===== src/oss_defs.vh =====
`ifndef OSS_DEFS_VH
`define OSS_DEFS_VH

// search method codes on the method input
`define OSS_M_CAM_OFF    3'h0
`define OSS_M_CAM_ON     3'h1
`define OSS_M_LIM_MARK   3'h2
`define OSS_M_CAM_ONLY   3'h3
`define OSS_M_FAST_RET   3'h4
`define OSS_M_LIM_ONLY   3'h5
`define OSS_M_MARK_ONLY  3'h6

// timing
`define OSS_CLK_NS       50
`define OSS_DCLR_NS      10000
`define OSS_DCLR_CYC     ((`OSS_DCLR_NS + `OSS_CLK_NS - 1) / `OSS_CLK_NS)

// bus and counter widths
`define OSS_SPD_W        16
`define OSS_ACC_W        20
`define OSS_POS_W        32
`define OSS_DCLR_W       12

`endif


===== src/oss_seq.v =====
`timescale 1ns/1ps
`include "oss_defs.vh"

// Notes on behaviour
// - cam-off: high speed, low on cam rise, fix on marker after cam release
// - cam-off: marker never fixes origin while cam is still active
// - cam-off: marker ignored during high-to-low deceleration
// - cam-on: high speed, decelerate to low speed on cam rise
// - cam-on: fix at once on marker while cam active at low speed
// - cam-on: marker ignored during high-to-low deceleration
// - cam-on: limit after cam handled exactly like cam-off limit case
// - limit-marker: high until limit, reverse low, fix on marker
// - limit-marker: marker already on before limit still fixes after reversal
// - cam-only: reverse high on cam, reverse low on next, fix on third
// - fast-return: high speed straight to stored origin, no switch inputs
// - limit-only: high until limit, reverse low, fix when limit releases
// - marker-only: reverse high, reverse low, fix on third marker
// - marker input ignored once search has fixed the origin
// - deviation-clear output pulses from the same cycle the origin is fixed
module oss_seq #(
	parameter SPD_W   = `OSS_SPD_W,
	parameter ACC_W   = `OSS_ACC_W,
	parameter POS_W   = `OSS_POS_W,
	parameter DCLR_CY = `OSS_DCLR_CYC
) (
	core_clk,
	rst_n,
	clk_en,
	start,
	method,
	dir_fwd,
	hi_speed,
	lo_speed,
	ramp_step,
	origin_pos,
	preset_req,
	preset_pos,
	cam_in,
	marker_in,
	lim_up_in,
	lim_dn_in,
	pulse_out,
	dir_out,
	busy,
	origin_done,
	dev_clr,
	cur_pos,
	err_no_origin
);
	input  wire             core_clk;
	input  wire             rst_n;
	input  wire             clk_en;
	input  wire             start;
	input  wire [2:0]       method;
	input  wire             dir_fwd;
	input  wire [SPD_W-1:0] hi_speed;
	input  wire [SPD_W-1:0] lo_speed;
	input  wire [SPD_W-1:0] ramp_step;
	input  wire [POS_W-1:0] origin_pos;
	input  wire             preset_req;
	input  wire [POS_W-1:0] preset_pos;
	input  wire             cam_in;
	input  wire             marker_in;
	input  wire             lim_up_in;
	input  wire             lim_dn_in;
	output reg              pulse_out;
	output reg              dir_out;
	output reg              busy;
	output reg              origin_done;
	output reg              dev_clr;
	output reg  [POS_W-1:0] cur_pos;
	output reg              err_no_origin;

	localparam [2:0] S_IDLE = 3'h0;
	localparam [2:0] S_HI   = 3'h1;
	localparam [2:0] S_SLOW = 3'h2;
	localparam [2:0] S_LO   = 3'h3;
	localparam [2:0] S_REV  = 3'h4;
	localparam [2:0] S_RET  = 3'h5;
	localparam [2:0] S_CLR  = 3'h6;

	localparam integer           DCLR_LAST_I = DCLR_CY - 1;
	localparam [`OSS_DCLR_W-1:0] DCLR_LAST   = DCLR_LAST_I[`OSS_DCLR_W-1:0];

	reg  [2:0]             st_q;
	reg  [2:0]             nxt_q;
	reg  [2:0]             mth_q;
	reg  [SPD_W-1:0]       tgt_q;
	reg  [SPD_W-1:0]       nxt_spd_q;
	reg  [1:0]             ph_q;
	reg                    cam_rel_q;
	reg                    lim_fwd_q;
	reg                    homed_q;
	reg                    halt_q;
	reg  [`OSS_DCLR_W-1:0] dclr_cnt_q;

	wire [SPD_W-1:0] spd;
	wire             at_tgt;
	wire             step_tick;
	wire [3:0]       rise;
	wire [3:0]       fall;
	wire             searching;
	wire             mk_rise;
	wire             lim_ahead;
	wire             lim_rel;
	wire             drive_ok;

	oss_edge #(
		.N(4)
	) u_edge (
		.core_clk(core_clk),
		.rst_n   (rst_n),
		.clk_en  (clk_en),
		.sig_in  ({lim_dn_in, lim_up_in, marker_in, cam_in}),
		.rise    (rise),
		.fall    (fall)
	);

	oss_ramp #(
		.SPD_W(SPD_W),
		.ACC_W(ACC_W)
	) u_ramp (
		.core_clk (core_clk),
		.rst_n    (rst_n),
		.clk_en   (clk_en),
		.halt     (halt_q),
		.tgt      (tgt_q),
		.step     (ramp_step),
		.spd      (spd),
		.at_tgt   (at_tgt),
		.step_tick(step_tick)
	);

	// marker only counts while a switch-driven search is running
	assign searching = (st_q == S_HI) || (st_q == S_LO);
	assign mk_rise   = rise[1] & searching;
	assign lim_ahead = dir_out ? lim_up_in : lim_dn_in;
	assign lim_rel   = lim_fwd_q ? fall[2] : fall[3];
	// the ramp still ticks in the fix cycle; a pulse there would leave the drive one step off
	assign drive_ok  = ~halt_q & (st_q != S_IDLE) & (st_q != S_CLR);

	function [POS_W-1:0] pos_step;
		input [POS_W-1:0] p;
		input             fwd;
		begin
			pos_step = fwd ? p + {{(POS_W-1){1'b0}}, 1'b1} : p - {{(POS_W-1){1'b0}}, 1'b1};
		end
	endfunction

	always @(posedge core_clk or negedge rst_n)
	begin
		if (!rst_n)
		begin
			st_q          <= S_IDLE;
			nxt_q         <= S_IDLE;
			mth_q         <= 3'h0;
			tgt_q         <= {SPD_W{1'b0}};
			nxt_spd_q     <= {SPD_W{1'b0}};
			ph_q          <= 2'h0;
			cam_rel_q     <= 1'b0;
			lim_fwd_q     <= 1'b0;
			homed_q       <= 1'b0;
			halt_q        <= 1'b0;
			dclr_cnt_q    <= {`OSS_DCLR_W{1'b0}};
			pulse_out     <= 1'b0;
			dir_out       <= 1'b0;
			busy          <= 1'b0;
			origin_done   <= 1'b0;
			dev_clr       <= 1'b0;
			cur_pos       <= {POS_W{1'b0}};
			err_no_origin <= 1'b0;
		end
		else if (clk_en)
		begin
			pulse_out <= step_tick & drive_ok;
			if (step_tick && drive_ok)
				cur_pos <= pos_step(cur_pos, dir_out);
			halt_q <= 1'b0;
			case (st_q)
			S_IDLE:
			begin
				busy <= 1'b0;
				if (preset_req)
				begin
					cur_pos <= preset_pos;
					homed_q <= 1'b1;
				end
				else if (start)
				begin
					mth_q       <= method;
					ph_q        <= 2'h0;
					cam_rel_q   <= 1'b0;
					origin_done <= 1'b0;
					err_no_origin <= 1'b0;
					if (method == `OSS_M_FAST_RET)
					begin
						// refuse without a known origin
						if (!homed_q)
							err_no_origin <= 1'b1;
						else if (cur_pos == origin_pos)
						begin
							busy <= 1'b1;
							st_q <= S_CLR;
						end
						else
						begin
							// no switch inputs used on this path
							busy    <= 1'b1;
							dir_out <= ($signed(origin_pos) > $signed(cur_pos));
							tgt_q   <= hi_speed;
							st_q    <= S_RET;
						end
					end
					else
					begin
						busy    <= 1'b1;
						dir_out <= dir_fwd;
						tgt_q   <= hi_speed;
						st_q    <= S_HI;
					end
				end
			end
			S_HI:
			begin
				case (mth_q)
				`OSS_M_CAM_OFF, `OSS_M_CAM_ON:
				begin
					if (rise[0])
					begin
						tgt_q <= lo_speed;
						st_q  <= S_SLOW;
					end
					else if (lim_ahead)
					begin
						tgt_q     <= {SPD_W{1'b0}};
						nxt_spd_q <= hi_speed;
						nxt_q     <= S_HI;
						st_q      <= S_REV;
					end
				end
				`OSS_M_LIM_MARK, `OSS_M_LIM_ONLY:
				begin
					if (lim_ahead)
					begin
						lim_fwd_q <= dir_out;
						tgt_q     <= {SPD_W{1'b0}};
						nxt_spd_q <= lo_speed;
						nxt_q     <= S_LO;
						st_q      <= S_REV;
					end
				end
				`OSS_M_CAM_ONLY, `OSS_M_MARK_ONLY:
				begin
					if ((mth_q == `OSS_M_CAM_ONLY) ? rise[0] : mk_rise)
					begin
						tgt_q     <= {SPD_W{1'b0}};
						nxt_spd_q <= (ph_q == 2'h0) ? hi_speed : lo_speed;
						nxt_q     <= (ph_q == 2'h0) ? S_HI : S_LO;
						ph_q      <= ph_q + 2'h1;
						st_q      <= S_REV;
					end
					else if (lim_ahead)
					begin
						tgt_q     <= {SPD_W{1'b0}};
						nxt_spd_q <= hi_speed;
						nxt_q     <= S_HI;
						st_q      <= S_REV;
					end
				end
				default:
					st_q <= S_IDLE;
				endcase
			end
			S_SLOW:
			begin
				// marker edges are deliberately dropped until low speed is reached
				if (rise[0] == 1'b0 && fall[0])
					cam_rel_q <= 1'b1;
				if (at_tgt)
					st_q <= S_LO;
			end
			S_LO:
			begin
				if (fall[0])
					cam_rel_q <= 1'b1;
				else if (rise[0])
					cam_rel_q <= 1'b0;
				case (mth_q)
				`OSS_M_CAM_OFF:
				begin
					if (mk_rise && cam_rel_q && !cam_in)
						st_q <= S_CLR;
				end
				`OSS_M_CAM_ON:
				begin
					if (mk_rise && cam_in)
						st_q <= S_CLR;
				end
				`OSS_M_LIM_MARK:
				begin
					// level test lets a marker already on fix the origin
					if (marker_in)
						st_q <= S_CLR;
				end
				`OSS_M_LIM_ONLY:
				begin
					if (lim_rel)
						st_q <= S_CLR;
				end
				`OSS_M_CAM_ONLY:
				begin
					if (rise[0])
						st_q <= S_CLR;
				end
				`OSS_M_MARK_ONLY:
				begin
					if (mk_rise)
						st_q <= S_CLR;
				end
				default:
					st_q <= S_IDLE;
				endcase
				// cam-off/cam-on limit while awaiting the final edge: turn back at low speed
				if ((mth_q == `OSS_M_CAM_OFF || mth_q == `OSS_M_CAM_ON) && lim_ahead)
				begin
					tgt_q     <= {SPD_W{1'b0}};
					nxt_spd_q <= lo_speed;
					nxt_q     <= S_LO;
					st_q      <= S_REV;
				end
			end
			S_REV:
			begin
				if (spd == {SPD_W{1'b0}})
				begin
					dir_out <= ~dir_out;
					tgt_q   <= nxt_spd_q;
					st_q    <= (nxt_q == S_LO) ? S_SLOW : nxt_q;
				end
			end
			S_RET:
			begin
				// no deceleration ramp: stops dead on the origin count
				if (cur_pos == origin_pos || pos_step(cur_pos, dir_out) == origin_pos && step_tick)
					st_q <= S_CLR;
			end
			S_CLR:
			begin
				if (dev_clr == 1'b0 && origin_done == 1'b0)
				begin
					halt_q      <= 1'b1;
					tgt_q       <= {SPD_W{1'b0}};
					cur_pos     <= origin_pos;
					homed_q     <= 1'b1;
					origin_done <= 1'b1;
					dev_clr     <= 1'b1;
					dclr_cnt_q  <= {`OSS_DCLR_W{1'b0}};
				end
				else if (dclr_cnt_q == DCLR_LAST)
				begin
					dev_clr <= 1'b0;
					busy    <= 1'b0;
					st_q    <= S_IDLE;
				end
				else
				begin
					halt_q     <= 1'b1;
					dclr_cnt_q <= dclr_cnt_q + {{(`OSS_DCLR_W-1){1'b0}}, 1'b1};
				end
			end
			default:
				st_q <= S_IDLE;
			endcase
		end
	end
endmodule // oss_seq


===== src/oss_edge.v =====
`timescale 1ns/1ps
module oss_edge #(
	parameter N = 4
) (
	core_clk,
	rst_n,
	clk_en,
	sig_in,
	rise,
	fall
);
	input  wire         core_clk;
	input  wire         rst_n;
	input  wire         clk_en;
	input  wire [N-1:0] sig_in;
	output wire [N-1:0] rise;
	output wire [N-1:0] fall;

	reg [N-1:0] prev_q;

	always @(posedge core_clk or negedge rst_n)
	begin
		if (!rst_n)
			prev_q <= {N{1'b0}};
		else if (clk_en)
			prev_q <= sig_in;
	end

	assign rise = sig_in & ~prev_q;
	assign fall = ~sig_in & prev_q;
endmodule // oss_edge


===== src/oss_ramp.v =====
`timescale 1ns/1ps
module oss_ramp #(
	parameter SPD_W = 16,
	parameter ACC_W = 20
) (
	core_clk,
	rst_n,
	clk_en,
	halt,
	tgt,
	step,
	spd,
	at_tgt,
	step_tick
);
	input  wire             core_clk;
	input  wire             rst_n;
	input  wire             clk_en;
	input  wire             halt;
	input  wire [SPD_W-1:0] tgt;
	input  wire [SPD_W-1:0] step;
	output reg  [SPD_W-1:0] spd;
	output wire             at_tgt;
	output wire             step_tick;

	reg  [ACC_W-1:0] acc_q;
	wire [ACC_W:0]   acc_sum;
	wire [SPD_W:0]   up;

	assign acc_sum   = {1'b0, acc_q} + {{(ACC_W-SPD_W+1){1'b0}}, spd};
	assign step_tick = clk_en & acc_sum[ACC_W];
	assign at_tgt    = (spd == tgt);
	assign up        = {1'b0, spd} + {1'b0, step};

	// speed moves by step per cycle, or to zero at once on halt, and never overshoots the target
	always @(posedge core_clk or negedge rst_n)
	begin
		if (!rst_n)
		begin
			spd   <= {SPD_W{1'b0}};
			acc_q <= {ACC_W{1'b0}};
		end
		else if (clk_en)
		begin
			acc_q <= acc_sum[ACC_W-1:0];
			if (halt)
				spd <= {SPD_W{1'b0}};
			else if (spd < tgt)
				spd <= (up[SPD_W] || up[SPD_W-1:0] > tgt) ? tgt : up[SPD_W-1:0];
			else if (spd > tgt)
				spd <= (spd - tgt < step) ? tgt : spd - step;
		end
	end
endmodule // oss_ramp


===== config.mk =====
export PLATFORM = sky130hd
export DESIGN_NAME = oss_seq
export DESIGN_NICKNAME = d
export VERILOG_FILES = /design/src/oss_seq.v /design/src/oss_edge.v /design/src/oss_ramp.v
export VERILOG_INCLUDE_DIRS = /design/src /design/src/src
export SDC_FILE = /design/constraint.sdc
export NUM_CORES = 1
export LEC_CHECK = 0
export ABC_AREA = 1
export BUFFER_PORTS_ARGS = -buffer_cell sky130_fd_sc_hd__buf_2
export CAP_MARGIN = 20
export CORE_ASPECT_RATIO = 0.8
export CORE_UTILIZATION = 56
export CTS_BUF_LIST = sky130_fd_sc_hd__clkbuf_8
export DETAILED_ROUTE_END_ITERATION = 10
export GPL_TIMING_DRIVEN = 0
export PLACE_DENSITY = 0.91
export SYNTH_ARGS = -nofsm -noshare
export SYNTH_HDL_FRONTEND = slang
export SYNTH_SLANG_ARGS = --single-unit

===== constraint.sdc =====
create_clock -name core_clk -period 3.3 [get_ports core_clk]
set_input_delay 0.495 -clock core_clk [delete_from_list [all_inputs] [get_ports core_clk]]
set_output_delay 0.495 -clock core_clk [all_outputs]
set_load 0.02 [all_outputs]

Yosys cells after proc, flatten, opt, wreduce, memory -nomap -nowiden
Index checks and enable logic that the tools add are counted.
Cells by class
  $add $sub $neg: 8
  $lt $le $gt $ge: 5
  equal/unequal tests: 44
  mux-type cells: 103
  bitwise gates (word level): 15
  reduce and logical (&&, ||, !) cells: 43
Operators with widths (number)
  $mux 16: 22
  $mux 32: 4
  $pmux 16 s3: 2
  $pmux 16 s5: 1
  $mux 3: 25
  $eq 32x32->1: 2
  $pmux 32 s2: 1
  $add 32x1->32 const B: 1
  $gt 16x16->1: 2
  $gt 32x32->1: 1
  $lt 16x16->1: 2
  $pmux 16 s2: 1
  $sub 16x16->16: 2
  $sub 32x1->32 const B: 1
  $mux 1: 28
  $mux 12: 2
  $ne 2x2->1 const B: 11
  $add 20x16->21: 1
  $pmux 3 s7: 1
  $eq 3x3->1 const B: 6
  $ne 3x3->1 const B: 6
  $pmux 3 s3: 2
  $pmux 3 s6: 1
  $reduce_and 6->1: 3
  other kinds (39): 90
Word-level totals
  flip-flop bits (word level): 137
  input bits: 125

Depth between registers and ports, before layout
Gate-level depths: netlist of the first run.
  depth in word-level cells: 9
  gate-level depth with buffers: 30

Modules after synthesis
A second synthesis of the first run with hierarchy kept.
Second synthesis, totals
  cell total of the unflattened synthesis: 2731
  area, all modules: 16609.7 sq um
By module, submodules not included
  oss_seq: instances 1, cells an instance 1592, area an instance 9839.4 sq um
  oss_ramp: instances 1, cells an instance 1106, area an instance 6561.3 sq um
  oss_edge: instances 1, cells an instance 33, area an instance 209.0 sq um

Worst setup path before layout of the first run
Ideal clock, no wire load.
  path kind: input port to flip-flop
  start point: input ramp_step[2]
  end point: register u_ramp.spd[11]
  library setup time: 0.117 ns
  arrival time: 3.516 ns
  slack: -0.333 ns
  cell stages on the path: 30
  path buffers: 2
  path through: inv_1 ha_1 buf_2 inv_1 nand3_1 nand2_1 nand2_1 nand3_1 nand2_1 nand2_1 nand2_1 nand2_1 nand2_1 nand2_1 nand2_1 nand2_1 xor2_1 inv_1 ha_1 nand2_1 nor4_1 nand2_1 a22o_1 nand2_4 inv_2 buf_4 nand2_1 o211ai_1 nand3_1 nand2_1
On the way
  cells in the longest elaborated chain, start to end: 6
  elaborated cells on any way between the ends: 10
Ends and longest elaborated chain
  from (decl): line oss_seq.v:58  | input wire [SPD_W-1:0] ramp_step;
  $add 16x16->17: line oss_ramp.v:33  | assign up = {1'b0, spd} + {1'b0, step};
  $gt 16x16->1: line oss_ramp.v:49  | spd <= (up[SPD_W] || up[SPD_W-1:0] > tgt) ? tgt : up[SPD_W-1:0];
  $logic_or 1x1->1: line oss_ramp.v:49
  $mux 16: line oss_ramp.v:49
  $mux 16 *: line oss_ramp.v:48  | else if (spd < tgt)
  $mux 16 *: line oss_ramp.v:46  | if (halt)
  to (signal assigned): line oss_ramp.v:47  | spd <= {SPD_W{1'b0}};
  to (signal assigned): line oss_ramp.v:49
  to (signal assigned): line oss_ramp.v:51  | spd <= (spd - tgt < step) ? tgt : spd - step;
  to (decl): line oss_ramp.v:22  | output reg [SPD_W-1:0] spd;
Mark *: on every way between the ends. The rest lies on a longest branch, timed or not. The select of a mux whose other input is x is not followed.
A chain may end at the register's enable or synchronous reset.

Worst setup path in the final report of the first run
  start point: register u_ramp.spd[0]
  end point: register u_ramp.spd[12]
On the way
  cells in the longest elaborated chain, start to end: 6
  elaborated cells on any way between the ends: 15
Ends and longest elaborated chain
  from (signal assigned): line oss_ramp.v:40  | spd <= {SPD_W{1'b0}};
  from (signal assigned): line oss_ramp.v:47
  from (signal assigned): line oss_ramp.v:49
  $sub 16x16->16 or $add 16x16->17 (tied branches): line oss_ramp.v:51, oss_ramp.v:33
  $lt 16x16->1 or $gt 16x16->1 (tied branches): line oss_ramp.v:51, oss_ramp.v:49
  $mux 16 or $logic_or 1x1->1 (tied branches): line oss_ramp.v:51, oss_ramp.v:49
  $mux 16 (on tied branches): line oss_ramp.v:50, oss_ramp.v:49
  $mux 16: line oss_ramp.v:48
  $mux 16: line oss_ramp.v:46
Parallel ways exist; a longest one is shown, timed or not. The select of a mux whose other input is x is not followed.

==> run metrics, run 1 <==
cells on worst reg2reg path=24; CP Class=reg2reg; Post-synth EDFFs=0; CTS Root Cell=clkbuf_8; Final WS setup=-0.4927 ns; Final Critical Period=3.793 ns; synth warn=0; Worst Hold Class=in2reg; post-synth cell types=58; Final Net Count=2,914; clock insertion delay at the later pin of the skew report=0.50 ns; first-pass GRT wire length=89.50 mm; Vias=18,892; power per cell area=1279 nW/µm²; Post-Syn Area=15,520 µm²; CP dominant cell by count=nand2_2; drt pass-1 iters=7; total gr overflow=0; I/O pin cnt=163; largest net degree at the start of global routing=85; CORE AREA=27,230 µm²; 1st-iter DRT viols=2,849; Max Buffers Root-to-Sink=2; critical path depth in cells=24; Setup violations, final=18; Final Cycle Share=114.9%; number of global-route vias before repair=16,672; CTS tree=built; area occupied by registers=3448 µm²; GP Congestion=1.070; drc violations=0; Routed Antenna Nets=0; gr usage total=40.51%; RSZ-0062 raised after global routing=true; Slowest cell on crit path=dfrtp_2; cell count after synthesis=2,382; area of the multi-input gates=11,640 µm²; Worst Skew=0.02031 ns; post-synthesis async set-or-reset flop share=100.0%; die width=188.1 µm; WL final=61.21 mm; CP Buf/Inv Count=3; status=finished with violations; Non-Filler Instances=3,003; Die Ht=150.9 µm; Hold Path Stages=3; worst-path fanout max=8; Worst setup EP type=flip-flop; Area after DPL=16,930 µm²; Critical Path AT=4.16 ns; Top Family by Delay on Critical Path=compound AO/OA/AOI/OAI gates; leading cell type in the layout, fill and taps excluded=nand2_1; Clock Sinks=137; Clock transition at path regs=0.09 ns; via/cell ratio=6.291; final non-filler cell area=19,030 µm²; std cell rows=54; Max-Cap Viols=0; dpl ws=-1.049 ns; CP Launch Type=flip-flop; DPL Wire Length=46.69 mm; endpoints failing hold=0; static leakage=9.456 nW; register area share after synthesis=22.09%; Main synth FF type=dfrtp_1; Final Max Slew Viols=0; violated checks=negative setup slack; #FFs+latches synth=137; WL per Instance=20.38 µm; antenna violations before repair=2; Peak VDD IR=0.7948 mV; Syn Nets=2,673; Cells after DPL=2,907; Starting Density=57.00%; Max-slew headroom=34.57%; mean area per synthesized cell=6.515 µm²; Worst EP required=3.67 ns; most frequent cells in the layout=nand2_1 (553), inv_1 (315), nand3_1 (204); H-tree depth=4; Crit path largest cell delay=0.46 ns; share of post-route cells with drive strength above 1=21.81%; Die ar.=28,390 µm²; Layout area overhead=22.61%; Slew @ Worst Pin=0.9815 ns; crit path cell chain=inv_2 -> ha_4 -> inv_2 -> fa_2 -> nand3_2 -> nand2_2 -> a21oi_2 -> o21a_1 -> nor2_1 -> nor2_1 -> nand2_2 -> a21oi_4 -> o21ai_2 -> xor2_1 -> ha_1 -> nand2_2 -> o21ai_2 -> a21oi_2 -> nand2_4 -> buf_6 -> a31oi_1 -> o21ai_1 -> nand3_1 -> nand2_1; fillers=2,227; PortBufs=160; FMAX=0.2637 GHz; Num CTS Buffers=17
[power by group]
part / switching, mW / internal (mW) / leakage [nW]
combinational: 12.5 / 7.33 / 7.59
clock: 0.844 / 0.557 / 0.182
sequential: 0.737 / 2.33 / 1.68
[cells by family after synthesis]
group	Yosys count	share of synthesized area (%)
xor gates and xnor gates	64	3.878
buffers and inverters	418	10.54
adders and majority gates	166	13.62
AOI/OAI and AO/OA	519	19.78
and+or+nand+nor	1078	30.09
DFF	137	22.09
[worst paths after layout]
check	start	end	slack (ns)
setup / recovery	u_ramp.spd[0]	u_ramp.spd[12]	-0.49
hold / removal	method[0]	mth_q[0]	0.27
setup reg to reg	u_ramp.spd[0]	u_ramp.spd[12]	-0.49
hold reg to reg	err_no_origin	err_no_origin	0.48
max in group asynchronous	rst_n	cur_pos[1]	1.88
min in group asynchronous	rst_n	tgt_q[9]	0.54
[flip-flops by register name (all words and copies together), names as in the netlist, 2 cells and up]
signal,count
nxt_spd_q,16
cur_pos,32
u_ramp.acc_q,20
u_ramp.spd,16
u_edge.prev_q,4
dclr_cnt_q,12
mth_q,3
st_q,3
nxt_q,3
tgt_q,16
ph_q,2
[per-layer routing]
metal | vias to the layer above | routed length (µm) | GRT usage [%]
met2 | 1461 | 25600 | 60.35
met5 | - | 66 | 1.224
met1 | 8705 | 24690 | 57.01
li1 | 8507 | - | -
met3 | 215 | 8609 | 9.940
met4 | 4 | 2243 | 13.41
[final cells by class]
class | instances | share of cell area [%]
multi-input cells | 1827 | 61.18
flip-flops and latches | 137 | 18.12
inverters | 350 | 7.094
repair buffers | 223 | 7.075
well taps | 364 | 2.393
plain buffers | 64 | 1.959
clock buffers | 18 | 1.302
clock inverters | 14 | 0.6049
repair inverters | 3 | 0.2301
diodes | 3 | 0.03945
[through the flow]
stage	total power, mW	util [%]	hold WS, ns	setup TNS, ns
2_1_floorplan	14.37	-	0.1994	-0.6894
3_5_place_dp	18.62	62.17	0.4653	-20.19
4_1_cts	21.10	65.19	0.2454	-6.924
5_1_grt	25.87	69.87	0.2624	-9.127
6_report	24.33	69.89	0.2680	-6.775
3_3_place_gp	18.03	62.04	0.4491	-58.00
[synthesized netlist by cell type, drive strengths merged (28+ instances only)]
cell,number,area [µm²]
o21ai,196,988.5
nand2,635,2434
inv,350,1314
nor2,141,559.3
nand3,224,1166
a21oi,154,778.3
o211ai,98,735.7
dfrtp,137,3428
ha,161,2014
xor2,51,446.7
clkbuf,44,166.4
nand4,28,181.4
[worst min-delay path: cells and delay by family]
kind / cells / cell delay, ns
buffers and inverters: 1 / 0.10
AND/OR/NAND/NOR: 1 / 0.05
AO/OA/AOI/OAI: 1 / 0.07
[what timing repair did]
action,in CTS,in global routing
setup buffers,30,29
resized for setup,68,256
setup endpoints to repair,49,42
hold endpoints to repair,22,0
hold buffers,1,0
pin swaps,29,82
cloned,1,4
Power figures use the tool's default switching activity.
==> inputs of run 2 (changes only) <==
CORE_UTILIZATION = 35   (was 56)
CTS_CLUSTER_DIAMETER = 120   (was not set)
PLACE_DENSITY = 0.66   (was 0.91)
==> run metrics, run 2 (synthesized netlist as in run 1, its figures left out) <==
largest net degree at the start of global routing=77; Routed Antenna Nets=0; Layout Utilization=43.89%; Setup TNS Final=-6.026 ns; endpoints failing hold=0; reg-to-reg endpoint=u_ramp.spd[2]; DPL Wire Length=46.93 mm; Layout area overhead=22.71%; diodes inserted=0; CP Class=reg2reg; status=finished with violations; Final Max Slew Viols=0; CORE AREA=43,390 µm²; Max Buffers Root-to-Sink=2; Worst setup EP type=flip-flop; Top Registers=cur_pos x32, u_ramp.acc_q x20; Final Cycle Share=113.7%; H-tree depth=4; I/O pin cnt=163; static leakage=9.510 nW; drc violations=0; RSZ-0062 raised after global routing=true; Top reg by flops=cur_pos; Slew @ Worst Pin=0.9633 ns; violated checks=negative setup slack; Max-slew headroom=35.78%; antenna violations before repair=1; CP Launch Type=flip-flop; cells on worst reg2reg path=20; most frequent cells in the layout=nand2_1 (575), inv_1 (321), nand3_1 (207); std cell rows=68; Die ar.=45,190 µm²; Final Net Count=2,919; hold-fix buffer count after cts=0; final non-filler cell area=19,040 µm²; Final WS setup=-0.4523 ns; via/cell ratio=5.535; gr usage total=25.61%; drt pass-1 iters=6; max reg flops=32; Setup violations, final=16; dpl ws=-0.9006 ns; Vias=17,717; Die Ht=190.3 µm; clock insertion delay at the later pin of the skew report=0.51 ns; 1st-iter DRT viols=1,810; Worst Skew=0.02208 ns; smallest hold slack=0.01899 ns; Critical Path AT=4.20 ns; die width=237.4 µm; power per cell area=1258 nW/µm²; Clock Sinks=137; leading cell type in the layout, fill and taps excluded=nand2_1; CTS Root Cell=clkbuf_8; Worst EP required=3.75 ns; GP Congestion=1.006; WL final=59.44 mm; Peak VDD IR=0.8732 mV; FMAX=0.2665 GHz; reg2reg setup slack=-0.45 ns; number of global-route vias before repair=16,777; Non-Filler Instances=3,201; worst-path fanout max=7; WL per Instance=18.57 µm; Starting Density=35.77%; total power=23.97 mW; PortBufs=160; Area after DPL=17,170 µm²; Final Critical Period=3.752 ns; Max-Cap Viols=0; Reg-to-Reg Start=u_ramp.spd[0]; Cells after DPL=3,103; Clock transition at path regs=0.09 ns; Worst Hold Class=in2async; total gr overflow=0; CTS tree=built; Num CTS Buffers=17; share of post-route cells with drive strength above 1=19.73%; first-pass GRT wire length=90.71 mm
==> run 2: critical path, stage by stage (launching register included) <==
cell and delay [ns]:
dfrtp_2 0.43, buf_6 0.12, ha_4 0.13, inv_2 0.04, fa_2 0.37, o31ai_4 0.30
nand4_1 0.18, nand4_2 0.14, a21oi_2 0.08, xor2_2 0.18, ha_1 0.31, nand2_2 0.08
nor4_4 0.30, nand2_1 0.08, a22o_1 0.23, nand2_4 0.09, inv_6 0.06, buf_6 0.13
o211ai_1 0.20, nand3_1 0.15, nand2_1 0.10
==> run 2: layout make-up <==
class                      instances  area (µm²)
sequential                       137        3443
clock buffer                      20       275.3
timing repair buffer             227        1424
multi-input combinational       1828       11370
clock inverter                    12       101.3
buffer                            65       349.1
inverter                         350        1358
tap                              560       700.7
fill                            4455       24350
timing repair inverter             2       27.53
==> run 2: worst max-delay path by stage <==
stage | startpoint | end | slack, ns
final | u_ramp.spd[0] | u_ramp.spd[2] | -0.45
after global routing | u_ramp.spd[0] | u_ramp.spd[11] | -0.58
after CTS | u_ramp.spd[0] | u_ramp.spd[12] | -0.37
after detailed placement | ramp_step[1] | u_ramp.spd[12] | -0.90
after global placement | ramp_step[1] | u_ramp.spd[12] | -0.89
after floorplan | ramp_step[2] | u_ramp.spd[12] | -0.08
==> run 2: per-layer routing <==
layer | track usage [%] | vias up | wire length (µm)
met4 | 7.122 | 0 | 1611
met3 | 4.705 | 98 | 5103
li1 | - | 8503 | -
met2 | 41.50 | 778 | 26730
met1 | 34.76 | 8338 | 26000
met5 | 0 | - | 0
==> run 2: where the power goes <==
part / leakage (nW) / internal, mW / switching (mW) / total, mW
combinational: 7.63 / 7.48 / 12.0 / 19.5
sequential: 1.69 / 2.32 / 0.753 / 3.08
clock: 0.194 / 0.649 / 0.776 / 1.43
total: 9.51 / 10.5 / 13.5 / 24.0
==> run 2: timing repair <==
action	in CTS	in global routing
gates cloned	5	3
gates resized for setup	96	147
endpoints found under the setup margin	49	50
setup buffers	34	27
endpoints found under the hold margin	0	0
pin swaps	52	53
